`src/logic/ctpm_map.svh`:
```
// Constants for the clock tree and power mode block.
// Assumes a single 200 MHz system clock; all other clocks arrive as pins.
`ifndef CTPM_MAP_SVH
`define CTPM_MAP_SVH

`define CTPM_CLK_MHZ       200
`define CTPM_SLEEP_WAKE_NS 15000
`define CTPM_HIB_WAKE_NS   100000
`define CTPM_SLEEP_WAKE_CYC ((`CTPM_SLEEP_WAKE_NS * `CTPM_CLK_MHZ) / 1000)
`define CTPM_HIB_WAKE_CYC   ((`CTPM_HIB_WAKE_NS * `CTPM_CLK_MHZ) / 1000)
`define CTPM_WATCH_HZ      32768

`define CTPM_A_SYSCFG   4'h0
`define CTPM_A_BUSDIV   4'h1
`define CTPM_A_CPUDIV   4'h2
`define CTPM_A_DIGCFG   4'h3
`define CTPM_A_DIGDIV   4'h4
`define CTPM_A_ANACFG   4'h5
`define CTPM_A_ANADIV   4'h6
`define CTPM_A_MODE     4'h7
`define CTPM_A_TPL_ACT  4'h8
`define CTPM_A_TPL_ALT  4'h9
`define CTPM_A_WAKEEN   4'ha
`define CTPM_A_STATUS   4'hb
`define CTPM_A_SECONDS  4'hc

`define CTPM_MODE_LSB   0
`define CTPM_SRC_LSB    0
`define CTPM_IDX_LSB    8
`define CTPM_SKEW_LSB   16
`define CTPM_USBSRC_BIT 4
`define CTPM_DIV_RST    16'h0001
`define CTPM_TPL_RST    8'hff
`define CTPM_CPU_BIT    0

`endif

```
`src/logic/ctpm_pkg.sv`:
```
// Types shared by the clock tree and power mode block.
// Assumes nothing of its surroundings.
package ctpm_pkg;
	typedef enum logic [1:0] {
		CTPM_ACTIVE,
		CTPM_ALT_ACTIVE,
		CTPM_SLEEP,
		CTPM_HIBERNATE
	} ctpm_mode_t;
	typedef enum logic [1:0] {
		CTPM_RUN,
		CTPM_WAKING
	} ctpm_wake_t;
endpackage

```
`src/logic/ctpm_divider.sv`:
```
// One clock divider: source mux, 16-bit ratio, resync and deglitch.
// Assumes sources are already synchronised strobes in the system clock domain.
`timescale 1ns/1ps
`default_nettype none
module ctpm_divider (
	input  wire logic        i_sys_clk,
	input  wire logic        i_rstn,
	input  wire logic [7:0]  i_src,
	input  wire logic [2:0]  i_sel,
	input  wire logic [15:0] i_ratio,
	input  wire logic [15:0] i_skew,
	input  wire logic        i_en,
	output logic             o_clk,
	output logic             o_tick
);
	logic [2:0]  sel_r;
	logic [15:0] ratio_r;
	logic [15:0] cnt_r;
	logic [15:0] skw_r;
	logic        src_d_r;
	logic        edge_w;
	logic        bound_w;
	logic [15:0] eff_w;

	always_comb
	begin
		eff_w = (i_ratio < 16'h0002) ? 16'h0002 : i_ratio;
	end

	// Source edges seen on the system clock only
	always_ff @(posedge i_sys_clk or negedge i_rstn)
	begin
		if (!i_rstn)
			src_d_r <= 1'b0;
		else
			src_d_r <= i_src[sel_r];
	end
	assign edge_w  = i_src[sel_r] & ~src_d_r;
	assign bound_w = edge_w && (cnt_r == ratio_r - 16'h0001);

	// New settings load only at a period end or while the output is low at count zero, so no runt pulse
	always_ff @(posedge i_sys_clk or negedge i_rstn)
	begin
		if (!i_rstn)
		begin
			sel_r   <= 3'h0;
			ratio_r <= 16'h0002;
		end
		else if (bound_w || !o_clk && cnt_r == 16'h0000)
		begin
			sel_r   <= i_sel;
			ratio_r <= eff_w;
		end
	end

	always_ff @(posedge i_sys_clk or negedge i_rstn)
	begin
		if (!i_rstn)
			cnt_r <= 16'h0000;
		else if (!i_en)
			cnt_r <= 16'h0000;
		else if (edge_w)
			cnt_r <= bound_w ? 16'h0000 : cnt_r + 16'h0001;
	end

	// High for the first half of the count, low for the rest
	always_ff @(posedge i_sys_clk or negedge i_rstn)
	begin
		if (!i_rstn)
			skw_r <= 16'h0000;
		else if (edge_w && cnt_r == 16'h0000)
			skw_r <= i_skew;
		else if (skw_r != 16'h0000)
			skw_r <= skw_r - 16'h0001;
	end

	always_ff @(posedge i_sys_clk or negedge i_rstn)
	begin
		if (!i_rstn)
			o_clk <= 1'b0;
		else if (!i_en)
			o_clk <= 1'b0;
		else if (skw_r <= 16'h0001)
			// Level follows the count only, so no mid-count source toggle leaks out
			o_clk <= cnt_r < (ratio_r >> 1);
	end

	always_ff @(posedge i_sys_clk or negedge i_rstn)
	begin
		if (!i_rstn)
			o_tick <= 1'b0;
		else
			o_tick <= bound_w && i_en;
	end
endmodule
`default_nettype wire

```
`src/logic/ctpm_top.sv`:
```
// Clock tree and power mode controller with Avalon-MM register slave.
// Assumes external clocks arrive as pins, sampled on the 200 MHz system clock.
`timescale 1ns/1ps
`default_nettype none
`include "ctpm_map.svh"
module ctpm_top (
	input  wire logic        i_sys_clk,
	input  wire logic        i_rstn,
	input  wire logic [3:0]  i_avs_address,
	input  wire logic        i_avs_read,
	input  wire logic        i_avs_write,
	input  wire logic [31:0] i_avs_writedata,
	output logic [31:0]      o_avs_readdata,
	output logic             o_avs_waitrequest,
	input  wire logic [6:0]  i_clk_src,
	input  wire logic [7:0]  i_ic_clk,
	input  wire logic        i_irq_any,
	input  wire logic [5:0]  i_wake_evt,
	output logic             o_sys_clk_en,
	output logic             o_bus_clk,
	output logic             o_cpu_clk,
	output logic [7:0]       o_dig_clk,
	output logic [3:0]       o_ana_clk,
	output logic             o_usb_clk,
	output logic [7:0]       o_subsys_en,
	output logic [1:0]       o_mode,
	output logic             o_sleep_regs_on,
	output logic             o_hib_reg_only,
	output logic             o_second_irq
);
	// Sources: 0 internal main, 1 fast crystal, 2 doubler, 3 interconnect,
	// 4 PLL, 5 low speed internal, 6 watch crystal
	logic [6:0]  src_m_r;
	logic [6:0]  src_s_r;
	logic [7:0]  ic_m_r;
	logic [7:0]  ic_s_r;
	logic        irq_m_r;
	logic        irq_s_r;
	logic [5:0]  wk_m_r;
	logic [5:0]  wk_s_r;

	logic [2:0]  sys_sel_r;
	logic [15:0] bus_div_r;
	logic [15:0] cpu_div_r;
	logic [2:0]  dig_sel_r [8];
	logic [15:0] dig_div_r [8];
	logic [2:0]  ana_sel_r [4];
	logic [15:0] ana_div_r [4];
	logic [15:0] ana_skew_r [4];
	logic [2:0]  dig_idx_r;
	logic [1:0]  ana_idx_r;
	logic        usb_src_r;
	logic [7:0]  tpl_act_r;
	logic [7:0]  tpl_alt_r;
	logic [5:0]  wake_en_r;
	logic        sec_flag_r;
	logic [15:0] seconds_r;
	logic        rd_pend_r;

	ctpm_pkg::ctpm_mode_t mode_r;
	ctpm_pkg::ctpm_wake_t wst_r;
	logic [31:0] wake_cnt_r;
	logic        mode_wr_w;
	logic        wr_w;
	logic        hib_wake_w;
	logic        slp_wake_w;

	assign wr_w      = i_avs_write;
	assign mode_wr_w = wr_w && i_avs_address == `CTPM_A_MODE;

	////////////////////////////////////////////////////////////////////////
	// Pin synchronisers
	always_ff @(posedge i_sys_clk or negedge i_rstn)
	begin
		if (!i_rstn)
		begin
			src_m_r <= 7'h00;
			src_s_r <= 7'h00;
			ic_m_r  <= 8'h00;
			ic_s_r  <= 8'h00;
			irq_m_r <= 1'b0;
			irq_s_r <= 1'b0;
			wk_m_r  <= 6'h00;
			wk_s_r  <= 6'h00;
		end
		else
		begin
			src_m_r <= i_clk_src;
			src_s_r <= src_m_r;
			ic_m_r  <= i_ic_clk;
			ic_s_r  <= ic_m_r;
			irq_m_r <= i_irq_any;
			irq_s_r <= irq_m_r;
			wk_m_r  <= i_wake_evt;
			wk_s_r  <= wk_m_r;
		end
	end

	////////////////////////////////////////////////////////////////////////
	// Register writes
	always_ff @(posedge i_sys_clk or negedge i_rstn)
	begin
		if (!i_rstn)
		begin
			sys_sel_r <= 3'h0;
			bus_div_r <= `CTPM_DIV_RST;
			cpu_div_r <= `CTPM_DIV_RST;
			dig_idx_r <= 3'h0;
			ana_idx_r <= 2'h0;
			usb_src_r <= 1'b0;
			tpl_act_r <= `CTPM_TPL_RST;
			tpl_alt_r <= `CTPM_TPL_RST;
			wake_en_r <= 6'h3f;
			for (int i = 0; i < 8; i++)
			begin
				dig_sel_r[i] <= 3'h0;
				dig_div_r[i] <= `CTPM_DIV_RST;
			end
			for (int i = 0; i < 4; i++)
			begin
				ana_sel_r[i]  <= 3'h0;
				ana_div_r[i]  <= `CTPM_DIV_RST;
				ana_skew_r[i] <= 16'h0000;
			end
		end
		else if (wr_w)
		begin
			unique case (i_avs_address)
				`CTPM_A_SYSCFG:
				begin
					sys_sel_r <= i_avs_writedata[`CTPM_SRC_LSB +: 3];
					usb_src_r <= i_avs_writedata[`CTPM_USBSRC_BIT];
				end
				`CTPM_A_BUSDIV:  bus_div_r <= i_avs_writedata[15:0];
				`CTPM_A_CPUDIV:  cpu_div_r <= i_avs_writedata[15:0];
				`CTPM_A_DIGCFG:
				begin
					dig_idx_r <= i_avs_writedata[`CTPM_IDX_LSB +: 3];
					dig_sel_r[i_avs_writedata[`CTPM_IDX_LSB +: 3]] <=
						i_avs_writedata[`CTPM_SRC_LSB +: 3];
				end
				`CTPM_A_DIGDIV:  dig_div_r[dig_idx_r] <= i_avs_writedata[15:0];
				`CTPM_A_ANACFG:
				begin
					ana_idx_r <= i_avs_writedata[`CTPM_IDX_LSB +: 2];
					ana_sel_r[i_avs_writedata[`CTPM_IDX_LSB +: 2]] <=
						i_avs_writedata[`CTPM_SRC_LSB +: 3];
					ana_skew_r[i_avs_writedata[`CTPM_IDX_LSB +: 2]] <=
						i_avs_writedata[`CTPM_SKEW_LSB +: 16];
				end
				`CTPM_A_ANADIV:  ana_div_r[ana_idx_r] <= i_avs_writedata[15:0];
				`CTPM_A_TPL_ACT: tpl_act_r <= i_avs_writedata[7:0];
				`CTPM_A_TPL_ALT: tpl_alt_r <= i_avs_writedata[7:0];
				`CTPM_A_WAKEEN:  wake_en_r <= i_avs_writedata[5:0];
				default:
				begin
				end
			endcase
		end
	end

	////////////////////////////////////////////////////////////////////////
	// Bus slave: writes in one cycle, reads answered one cycle later
	always_ff @(posedge i_sys_clk or negedge i_rstn)
	begin
		if (!i_rstn)
			rd_pend_r <= 1'b0;
		else
			rd_pend_r <= i_avs_read && !rd_pend_r;
	end

	always_comb
	begin
		o_avs_waitrequest = i_avs_read && !rd_pend_r;
	end

	always_ff @(posedge i_sys_clk or negedge i_rstn)
	begin
		if (!i_rstn)
			o_avs_readdata <= 32'h0000_0000;
		else if (i_avs_read && !rd_pend_r)
		begin
			unique case (i_avs_address)
				`CTPM_A_SYSCFG:  o_avs_readdata <= {27'h0, usb_src_r, 1'b0, sys_sel_r};
				`CTPM_A_BUSDIV:  o_avs_readdata <= {16'h0, bus_div_r};
				`CTPM_A_CPUDIV:  o_avs_readdata <= {16'h0, cpu_div_r};
				`CTPM_A_DIGCFG:  o_avs_readdata <= {21'h0, dig_idx_r, 5'h0,
					dig_sel_r[dig_idx_r]};
				`CTPM_A_DIGDIV:  o_avs_readdata <= {16'h0, dig_div_r[dig_idx_r]};
				`CTPM_A_ANACFG:  o_avs_readdata <= {ana_skew_r[ana_idx_r], 6'h0,
					ana_idx_r, 5'h0, ana_sel_r[ana_idx_r]};
				`CTPM_A_ANADIV:  o_avs_readdata <= {16'h0, ana_div_r[ana_idx_r]};
				`CTPM_A_MODE:    o_avs_readdata <= {30'h0, mode_r};
				`CTPM_A_TPL_ACT: o_avs_readdata <= {24'h0, tpl_act_r};
				`CTPM_A_TPL_ALT: o_avs_readdata <= {24'h0, tpl_alt_r};
				`CTPM_A_WAKEEN:  o_avs_readdata <= {26'h0, wake_en_r};
				`CTPM_A_STATUS:  o_avs_readdata <= {29'h0, sec_flag_r, wst_r};
				`CTPM_A_SECONDS: o_avs_readdata <= {16'h0, seconds_r};
				default:         o_avs_readdata <= 32'h0000_0000;
			endcase
		end
	end

	////////////////////////////////////////////////////////////////////////
	// Dividers
	logic [7:0]  all_src_w;
	logic        sys_w;
	logic        bus_w;
	logic        bus_tick_w;
	logic [7:0]  dig_w;
	logic [7:0]  dig_tick_w;
	logic        clk_run_w;

	assign clk_run_w = mode_r != ctpm_pkg::CTPM_HIBERNATE;
	assign all_src_w = {o_dig_clk[0], src_s_r};
	assign sys_w     = all_src_w[sys_sel_r];

	ctpm_divider u_bus (
		.i_sys_clk (i_sys_clk),
		.i_rstn    (i_rstn),
		.i_src     ({7'h00, sys_w}),
		.i_sel     (3'h0),
		.i_ratio   (bus_div_r),
		.i_skew    (16'h0000),
		.i_en      (clk_run_w),
		.o_clk     (bus_w),
		.o_tick    (bus_tick_w)
	);

	ctpm_divider u_cpu (
		.i_sys_clk (i_sys_clk),
		.i_rstn    (i_rstn),
		.i_src     ({7'h00, bus_w}),
		.i_sel     (3'h0),
		.i_ratio   (cpu_div_r),
		.i_skew    (16'h0000),
		.i_en      (clk_run_w && o_subsys_en[`CTPM_CPU_BIT]),
		.o_clk     (o_cpu_clk),
		.o_tick    ()
	);

	generate
		for (genvar g = 0; g < 8; g++)
		begin : g_dig
			ctpm_divider u_dig (
				.i_sys_clk (i_sys_clk),
				.i_rstn    (i_rstn),
				// Slot 7 takes the own interconnect clock
				.i_src     ({ic_s_r[g], src_s_r}),
				.i_sel     (dig_sel_r[g]),
				.i_ratio   (dig_div_r[g]),
				.i_skew    (16'h0000),
				.i_en      (clk_run_w),
				.o_clk     (dig_w[g]),
				.o_tick    (dig_tick_w[g])
			);
		end
		for (genvar g = 0; g < 4; g++)
		begin : g_ana
			ctpm_divider u_ana (
				.i_sys_clk (i_sys_clk),
				.i_rstn    (i_rstn),
				.i_src     (all_src_w),
				.i_sel     (ana_sel_r[g]),
				.i_ratio   (ana_div_r[g]),
				.i_skew    (ana_skew_r[g]),
				.i_en      (clk_run_w),
				.o_clk     (o_ana_clk[g]),
				.o_tick    ()
			);
		end
	endgenerate

	always_ff @(posedge i_sys_clk or negedge i_rstn)
	begin
		if (!i_rstn)
		begin
			o_bus_clk    <= 1'b0;
			o_dig_clk    <= 8'h00;
			o_sys_clk_en <= 1'b0;
			o_usb_clk    <= 1'b0;
		end
		else
		begin
			o_bus_clk    <= bus_w;
			o_dig_clk    <= dig_w;
			o_sys_clk_en <= sys_w && clk_run_w;
			// USB domain itself runs off this clock; bus side stays here
			o_usb_clk    <= clk_run_w && (usb_src_r ? src_s_r[3] : src_s_r[2]);
		end
	end

	////////////////////////////////////////////////////////////////////////
	// Calendar second from the watch crystal
	logic        watch_d_r;
	logic [14:0] watch_cnt_r;
	always_ff @(posedge i_sys_clk or negedge i_rstn)
	begin
		if (!i_rstn)
		begin
			watch_d_r   <= 1'b0;
			watch_cnt_r <= 15'h0000;
			sec_flag_r  <= 1'b0;
			seconds_r   <= 16'h0000;
		end
		else
		begin
			watch_d_r <= src_s_r[6];
			if (src_s_r[6] && !watch_d_r)
				watch_cnt_r <= watch_cnt_r + 15'h0001;
			if (src_s_r[6] && !watch_d_r && watch_cnt_r == 15'h7fff)
			begin
				sec_flag_r <= 1'b1;
				seconds_r  <= seconds_r + 16'h0001;
			end
			else if (i_avs_read && !rd_pend_r && i_avs_address == `CTPM_A_STATUS)
				sec_flag_r <= 1'b0;
		end
	end

	always_ff @(posedge i_sys_clk or negedge i_rstn)
	begin
		if (!i_rstn)
			o_second_irq <= 1'b0;
		else
			o_second_irq <= src_s_r[6] && !watch_d_r && watch_cnt_r == 15'h7fff;
	end

	////////////////////////////////////////////////////////////////////////
	// Power modes
	assign hib_wake_w = wk_s_r[0] && wake_en_r[0];
	assign slp_wake_w = |(wk_s_r & wake_en_r);

	always_ff @(posedge i_sys_clk or negedge i_rstn)
	begin
		if (!i_rstn)
		begin
			mode_r     <= ctpm_pkg::CTPM_ACTIVE;
			wst_r      <= ctpm_pkg::CTPM_RUN;
			wake_cnt_r <= 32'h0;
		end
		else if (wst_r == ctpm_pkg::CTPM_WAKING)
		begin
			// Wake delay stands in for regulator settling
			if (wake_cnt_r <= 32'h1)
			begin
				mode_r <= ctpm_pkg::CTPM_ACTIVE;
				wst_r  <= ctpm_pkg::CTPM_RUN;
			end
			wake_cnt_r <= wake_cnt_r - 32'h1;
		end
		else
		begin
			unique case (mode_r)
				ctpm_pkg::CTPM_ACTIVE, ctpm_pkg::CTPM_ALT_ACTIVE:
					if (mode_wr_w)
						mode_r <= ctpm_pkg::ctpm_mode_t'(i_avs_writedata[1:0]);
					else if (mode_r == ctpm_pkg::CTPM_ALT_ACTIVE && irq_s_r)
						mode_r <= ctpm_pkg::CTPM_ACTIVE;
				ctpm_pkg::CTPM_SLEEP:
					if (slp_wake_w || irq_s_r)
					begin
						wst_r      <= ctpm_pkg::CTPM_WAKING;
						wake_cnt_r <= 32'(`CTPM_SLEEP_WAKE_CYC - 1);
					end
				ctpm_pkg::CTPM_HIBERNATE:
					if (hib_wake_w)
					begin
						wst_r      <= ctpm_pkg::CTPM_WAKING;
						wake_cnt_r <= 32'(`CTPM_HIB_WAKE_CYC - 1);
					end
			endcase
		end
	end

	always_ff @(posedge i_sys_clk or negedge i_rstn)
	begin
		if (!i_rstn)
		begin
			o_subsys_en     <= `CTPM_TPL_RST;
			o_mode          <= 2'h0;
			o_sleep_regs_on <= 1'b0;
			o_hib_reg_only  <= 1'b0;
		end
		else
		begin
			o_mode <= mode_r;
			unique case (mode_r)
				ctpm_pkg::CTPM_ACTIVE:
					o_subsys_en <= tpl_act_r | 8'h01;
				ctpm_pkg::CTPM_ALT_ACTIVE:
					o_subsys_en <= tpl_alt_r;
				ctpm_pkg::CTPM_SLEEP:
					o_subsys_en <= 8'h00;
				ctpm_pkg::CTPM_HIBERNATE:
					o_subsys_en <= 8'h00;
			endcase
			o_sleep_regs_on <= mode_r == ctpm_pkg::CTPM_SLEEP;
			o_hib_reg_only  <= mode_r == ctpm_pkg::CTPM_HIBERNATE;
		end
	end
endmodule
`default_nettype wire

```
`config.mk`:
```
export PLATFORM = sky130hd
export DESIGN_NAME = ctpm_top
export DESIGN_NICKNAME = d
export VERILOG_FILES = /design/src/logic/ctpm_pkg.sv /design/src/logic/ctpm_divider.sv /design/src/logic/ctpm_top.sv
export VERILOG_INCLUDE_DIRS = /design/src /design/src/logic
export SDC_FILE = /design/constraint.sdc
export NUM_CORES = 2
export LEC_CHECK = 0
export CAP_MARGIN = 5
export CORE_AREA = 2 2 347 349
export CTS_BUF_LIST = sky130_fd_sc_hd__clkbuf_16
export CTS_CLUSTER_SIZE = 14
export DETAILED_ROUTE_END_ITERATION = 10
export DIE_AREA = 0 0 349 351
export DONT_BUFFER_PORTS = 1
export MAX_ROUTING_LAYER = met4
export PLACE_DENSITY_LB_ADDON = 0.15
export SETUP_SLACK_MARGIN = 0.05
export SYNTH_ARGS = -nofsm -noshare
export SYNTH_HDL_FRONTEND = slang
export SYNTH_SLANG_ARGS = --single-unit
```
`constraint.sdc`:
```
create_clock -name i_sys_clk -period 3.6 [get_ports i_sys_clk]
set_input_delay 0.72 -clock i_sys_clk [delete_from_list [all_inputs] [get_ports i_sys_clk]]
set_output_delay 0.72 -clock i_sys_clk [all_outputs]
set_load 0.005 [all_outputs]
```
---- Yosys cells after proc, flatten, opt, wreduce, memory -nomap -nowiden ----
Index checks and enable logic that the tools add are counted.
storage, ports and cells
  input port bits ......................... 62
  logic and storage cells ................. 686
  register bits ........................... 1,260
operators by class
  mux-type cells .......................... 186
  add/subtract/negate cells ............... 45
  magnitude comparators ................... 64
  reductions and logical operators ........ 151
  bitwise operators ....................... 33
  equal/unequal tests ..................... 63
operator list
  cell                                                                            count
  16-bit two-way mux                                                              93
  16-bit by 1-bit subtractor with 16-bit output (second input constant)           28
  32-bit case mux with 13 select lines                                            1
  16-bit by 1-bit adder with 16-bit output (second input constant)                15
  16-bit == test                                                                  14
  16-bit by 1-bit <= comparator with 1-bit output (second input constant)         14
  16-bit zero test                                                                14
  16-bit by 15-bit less-than comparator with 1-bit output                         14
  16-bit by 2-bit less-than comparator with 1-bit output (second input constant)  14
  16-bit nonzero test                                                             14
  128-bit bitwise mux                                                             1
  64-bit bitwise mux                                                              2
  32-bit two-way mux                                                              3
  16-bit binary-select mux with 2-bit select                                      2
  16-bit demux with 2-bit select                                                  2
  32-bit case mux with 2 select lines                                             1
  1-bit logical AND                                                               56
  2-bit by 1-bit inequality test with 1-bit output (second input constant)        27
  3-bit by 4-bit less-than comparator with 1-bit output (second input constant)   13
  16-bit binary-select mux with 3-bit select                                      1
  16-bit demux with 3-bit select                                                  1
  1-bit two-way mux                                                               44
  1-bit binary-select mux with 3-bit select                                       13
  32-bit by 1-bit <= comparator with 1-bit output (second input constant)         1
  41 further kinds                                                                154

---- Logic depth before layout (Yosys ltp) ----
  depth in word-level cells ............... 7
  depth in mapped cells ................... 12
  gate-level depth less buffers ........... 10

---- Hierarchy ----
From an unflattened synthesis, not the netlist that was laid out.
second synthesis, totals
  cells, all modules ...................... 7,469
  area, all modules ....................... 77,022.6 µm²
by module, submodules not included
  module        cells each  instances  area each (µm²)  seq. area each (µm²)
  ctpm_divider  413         14         3,846.2          1,352.5
  ctpm_top      1,687       1          23,176.0         13,167.6

---- Least setup slack after synthesis ----
Ideal clock, no wire load.
  path kind ............................... reg-to-reg
  start point ............................. register g_ana[1].u_ana.ratio_r[0]
  end point ............................... register g_ana[1].u_ana.ratio_r[10]
  path buffers ............................ 1
  library setup time ...................... 0.125 ns
  stages on the path, launching flop included .. 11
  arrival time ............................ 3.100 ns
  data required time ...................... 3.475 ns
  setup slack ............................. 0.375 ns
  path through ............................ dfrtp_1 > inv_1 > ha_1 > or3b_1 > or4_1 > a2111oi_0 > o311ai_1 > a2111oi_4 > nor2_2 > buf_6 > mux2_4
on the way
  longest elaborated chain between the ends .. 4
ends and longest elaborated chain
  element                                        RTL line            source
  start: declaration                             ctpm_divider.sv:17  logic [15:0] ratio_r;
  start signal: assignment                       ctpm_divider.sv:52  ratio_r <= eff_w;
  16-bit by 1-bit subtractor with 16-bit output  ctpm_divider.sv:39  assign bound_w = edge_w && (cnt_r == ratio_r - 16'h0001);
  16-bit == test                                 ctpm_divider.sv:39
  1-bit logical AND                              ctpm_divider.sv:39
  1-bit logical OR                               ctpm_divider.sv:49  else if (bound_w || !o_clk && cnt_r == 16'h0000)
No other way between the ends.
A chain may end at the register's enable or synchronous reset.

---- Worst setup path in the final report ----
  start point ............................. register src_s_r[4]
  end point ............................... register g_dig[3].u_dig.sel_r[0]
on the way
  longest elaborated chain between the ends .. 5
ends and longest elaborated chain
  element                                    RTL line            source
  start: declaration                         ctpm_top.sv:34      logic [6:0] src_s_r;
  start signal: assignment                   ctpm_top.sv:89      src_s_r <= src_m_r;
  1-bit binary-select mux with 3-bit select  ctpm_divider.sv:38  assign edge_w = i_src[sel_r] & ~src_d_r;
  1-bit two-way mux (not written as such)    ctpm_divider.sv:38
  1-bit AND                                  ctpm_divider.sv:38
  1-bit logical AND                          ctpm_divider.sv:39
  1-bit logical OR                           ctpm_divider.sv:49
  end signal: assignment                     ctpm_divider.sv:51  sel_r <= i_sel;
  end: declaration                           ctpm_divider.sv:16  logic [2:0] sel_r;
No other way between the ends. The select of a mux whose other input is x is not followed.

==> out/metrics.yaml <==
global_route:
  busiest_layer: "met2"
  grtUsageMet1_pct: 42.7
  grt_use_total_pct: 31.3
  antenna_found_initial: 8
  grt_pass1_vias: 52000
  met2_usage_pct: 45.9
  met3_usage_pct: 7.03
  grt_max_degree: 293
  grt_first_pass_wirelength_mm: 295
  overflow: 0
pwr:
  power_density_nw_per_um2: 697
  p_leak_nw: 35.3
  vdd_drop_max_mv: 0.624
placed_design:
  hpwl_mm: 131
  globalplace.congestion: 0.921
  io_buffer_count: 0
  numPlacedInstances: 8176
  pre_cts_ws_ns: -0.258
route:
  wl_mm: 186
  ant_nets: 0
  drc: 0
  drt-pass1-iter-count: 7
  drt-vias-per-instance: 6.32
  num_vias: 53500
  routedWlPerCell_um: 22.0
  drtIter0Drc: 4703
die:
  start_util_pct: 59.4
  rows: 127
  coreArea_um2: 119000
  die_h_um: 351
  boundaryPins: 124
  dieWidth_um: 349
  dieArea_um2: 122000
finish:
  drive_gt1_share_pct: 16.8
  utilization_pct: 65.4
  layout_common_cells: "dfrtp_1 (1198), mux2_2 (517), nor2_1 (497)"
  final_nets: 7128
  layoutNonFillerInstCount: 8460
  layout_commonest_cell: "dfrtp_1"
  area_growth_pct: 9.98
  fillers: 9250
timing:
  final-hold-violation-count: 0
  clock_skew_ns: 0.0300
  period_share_pct: 95.4
  slew_headroom_pct: 16.7
  maxSlewViolCount: 0
  worst_slack_ns: 0.165
  rsz0062_at_grt: "false"
  period_needed_ns: 3.44
  max_freq_mhz: 291
  worst_pin_slew_ns: 1.25
  finalSetupViolCount: 0
logic_synthesis:
  ys_seq_area_share_pct: 44.6
  synth_warnings: 0
  synth_edf_count: 0
  syn-instance-count: 6788
  synth_ff_type: "dfrtp_1"
  ys_types: 97
  postSynthAreaPerCell_um2: 10.4
  async_flop_share_pct: 100
  syn-cell-area_um2: 70700
  syn-num-nets: 7120
  synth-seq-cells: 1259
setup_path:
  critical_path_class: "reg -> reg"
  worstPathRequired_ns: 4.27
  ff2ff_path_depth: 7
  crit_path_end_kind: "flip-flop"
  max_stage_delay_ns: 0.85
  crit_chain: "mux4_2 > mux2i_1 > nor2_1 > o2111ai_1 > nor3_1 > nor2_2 > mux2_2"
  cp-endpoint: "g_dig[3].u_dig.sel_r[0]"
  r2r-end: "g_dig[3].u_dig.sel_r[0]"
  critPathLaunchType: "flip-flop"
  critPathLaunch: "src_s_r[4]"
  arrival_ns: 4.11
  ff2ff_setup_slack_ns: 0.16
  cp_slowest_cell: "nor2_2"
  critPathMaxFanout: 19
  r2r-start: "src_s_r[4]"
clocking:
  cts-root-buf: "clkbuf_16"
  clk_path_buf_depth: 3
  cts_tree: "done"
  cts_setup_buffers: 0
  clk_pin_slew_ns: 0.06
  cts_made_buffers: 139
  h-tree-depth: 4
  clock_sinks: 1259
  clk_latency_ns: 0.79
run:
  drv_cap: 0
hold_path:
  hold_class: "in -> async"
run_status:
  outcome: "finished clean"
-- state kept, by name, indices dropped and copies added, names as in the netlist, 24 cells and up --
register,count
dig_div_r,128
g_dig.u_dig.cnt_r,128
g_dig.u_dig.ratio_r,128
g_dig.u_dig.skw_r,128
ana_div_r,64
ana_skew_r,64
g_ana.u_ana.cnt_r,64
g_ana.u_ana.ratio_r,64
g_ana.u_ana.skw_r,64
o_avs_readdata,32
wake_cnt_r,32
dig_sel_r,24
g_dig.u_dig.sel_r,24
-- power by group --
group          internal [W]  switching (W)  total, W
sequential           0.0169        0.00389    0.0208
combinational       0.00905        0.00994    0.0190
clock               0.00840        0.00605    0.0144
-- worst max-delay path, delay by kind of cell, from the launching register on --
kind               cells  cell delay, ns
AOI/OAI and AO/OA      1            0.13
DFF                    1            0.58
muxes                  3            1.45
and+or+nand+nor        3            1.15
-- synth_stat cells (173+ instances only) --
cell type	count	area share [%]
a21oi_1	173	1.2
clkbuf_1	263	1.4
dfrtp_1	1201	42
ha_1	270	4.8
inv_1	337	1.8
mux2_2	517	8.2
nand2_1	426	2.3
nand3_1	194	1.4
nor2_1	506	2.7
nor3_1	253	1.8
nor4_1	185	1.6
o21ai_0	303	2.1
xnor2_1	329	4.1
xor2_1	229	2.8
-- what timing repair did --
item | in CTS | in global routing
gates resized for setup | 0 | 17
hold endpoints to repair | 87 | 0
endpoints found under the setup margin | 0 | 170
hold buffers | 24 | 0
-- stage by stage --
stage                     power [W]  setup TNS, ns  instance area (um^2)  hold WS (ns)
after floorplan              0.0341              0                 70700         0.331
after global placement       0.0389         -54.76                 72800         0.335
after detailed placement     0.0395         -69.21                 72800         0.341
after CTS                    0.0542              0                 77600        0.0190
after global routing         0.0576              0                 77800        0.0482
final                        0.0542              0                 77800        0.0276
-- worst min path at each step --
stage	from	end	slack, ns	cells past startpoint
final	i_rstn	g_dig[5].u_dig.cnt_r[2]	0.03	1
after global routing	i_avs_writedata[19]	ana_skew_r[35]	0.05	1
after CTS	i_avs_writedata[1]	wake_en_r[1]	0.02	2
after detailed placement	ic_m_r[6]	ic_s_r[6]	0.34	0
after global placement	wk_m_r[4]	wk_s_r[4]	0.34	0
after floorplan	ic_m_r[0]	ic_s_r[0]	0.33	0
-- metal layers --
layer,vias to the layer above,routed length [um]
met5,-,0
met4,0,6960
met3,365,14700
met2,1726,82700
met1,26800,81700
li1,24600,-
-- cell families after synthesis --
group / Yosys count / synth area share (%)
multiplexers: 772 / 13.8
XOR/XNOR: 559 / 6.94
buffers and inverters: 656 / 3.63
AND/OR/NAND/NOR: 2252 / 16.6
flip-flops: 1259 / 44.6
adder cells (fa/ha/maj): 270 / 4.78
AO/OA/AOI/OAI: 1020 / 9.66
-- cell type report --
cell class,instances,area (um^2),area share (%)
diodes,3,7.51,0.00965
inverters,337,1270,1.63
well taps,1548,1940,2.49
repair buffers,186,1640,2.11
clock buffers,143,3580,4.60
flip-flops and latches,1259,31600,40.6
multi-input cells,4873,36700,47.2
clock inverters,111,1030,1.33
(Power assumes the default switching activity.)
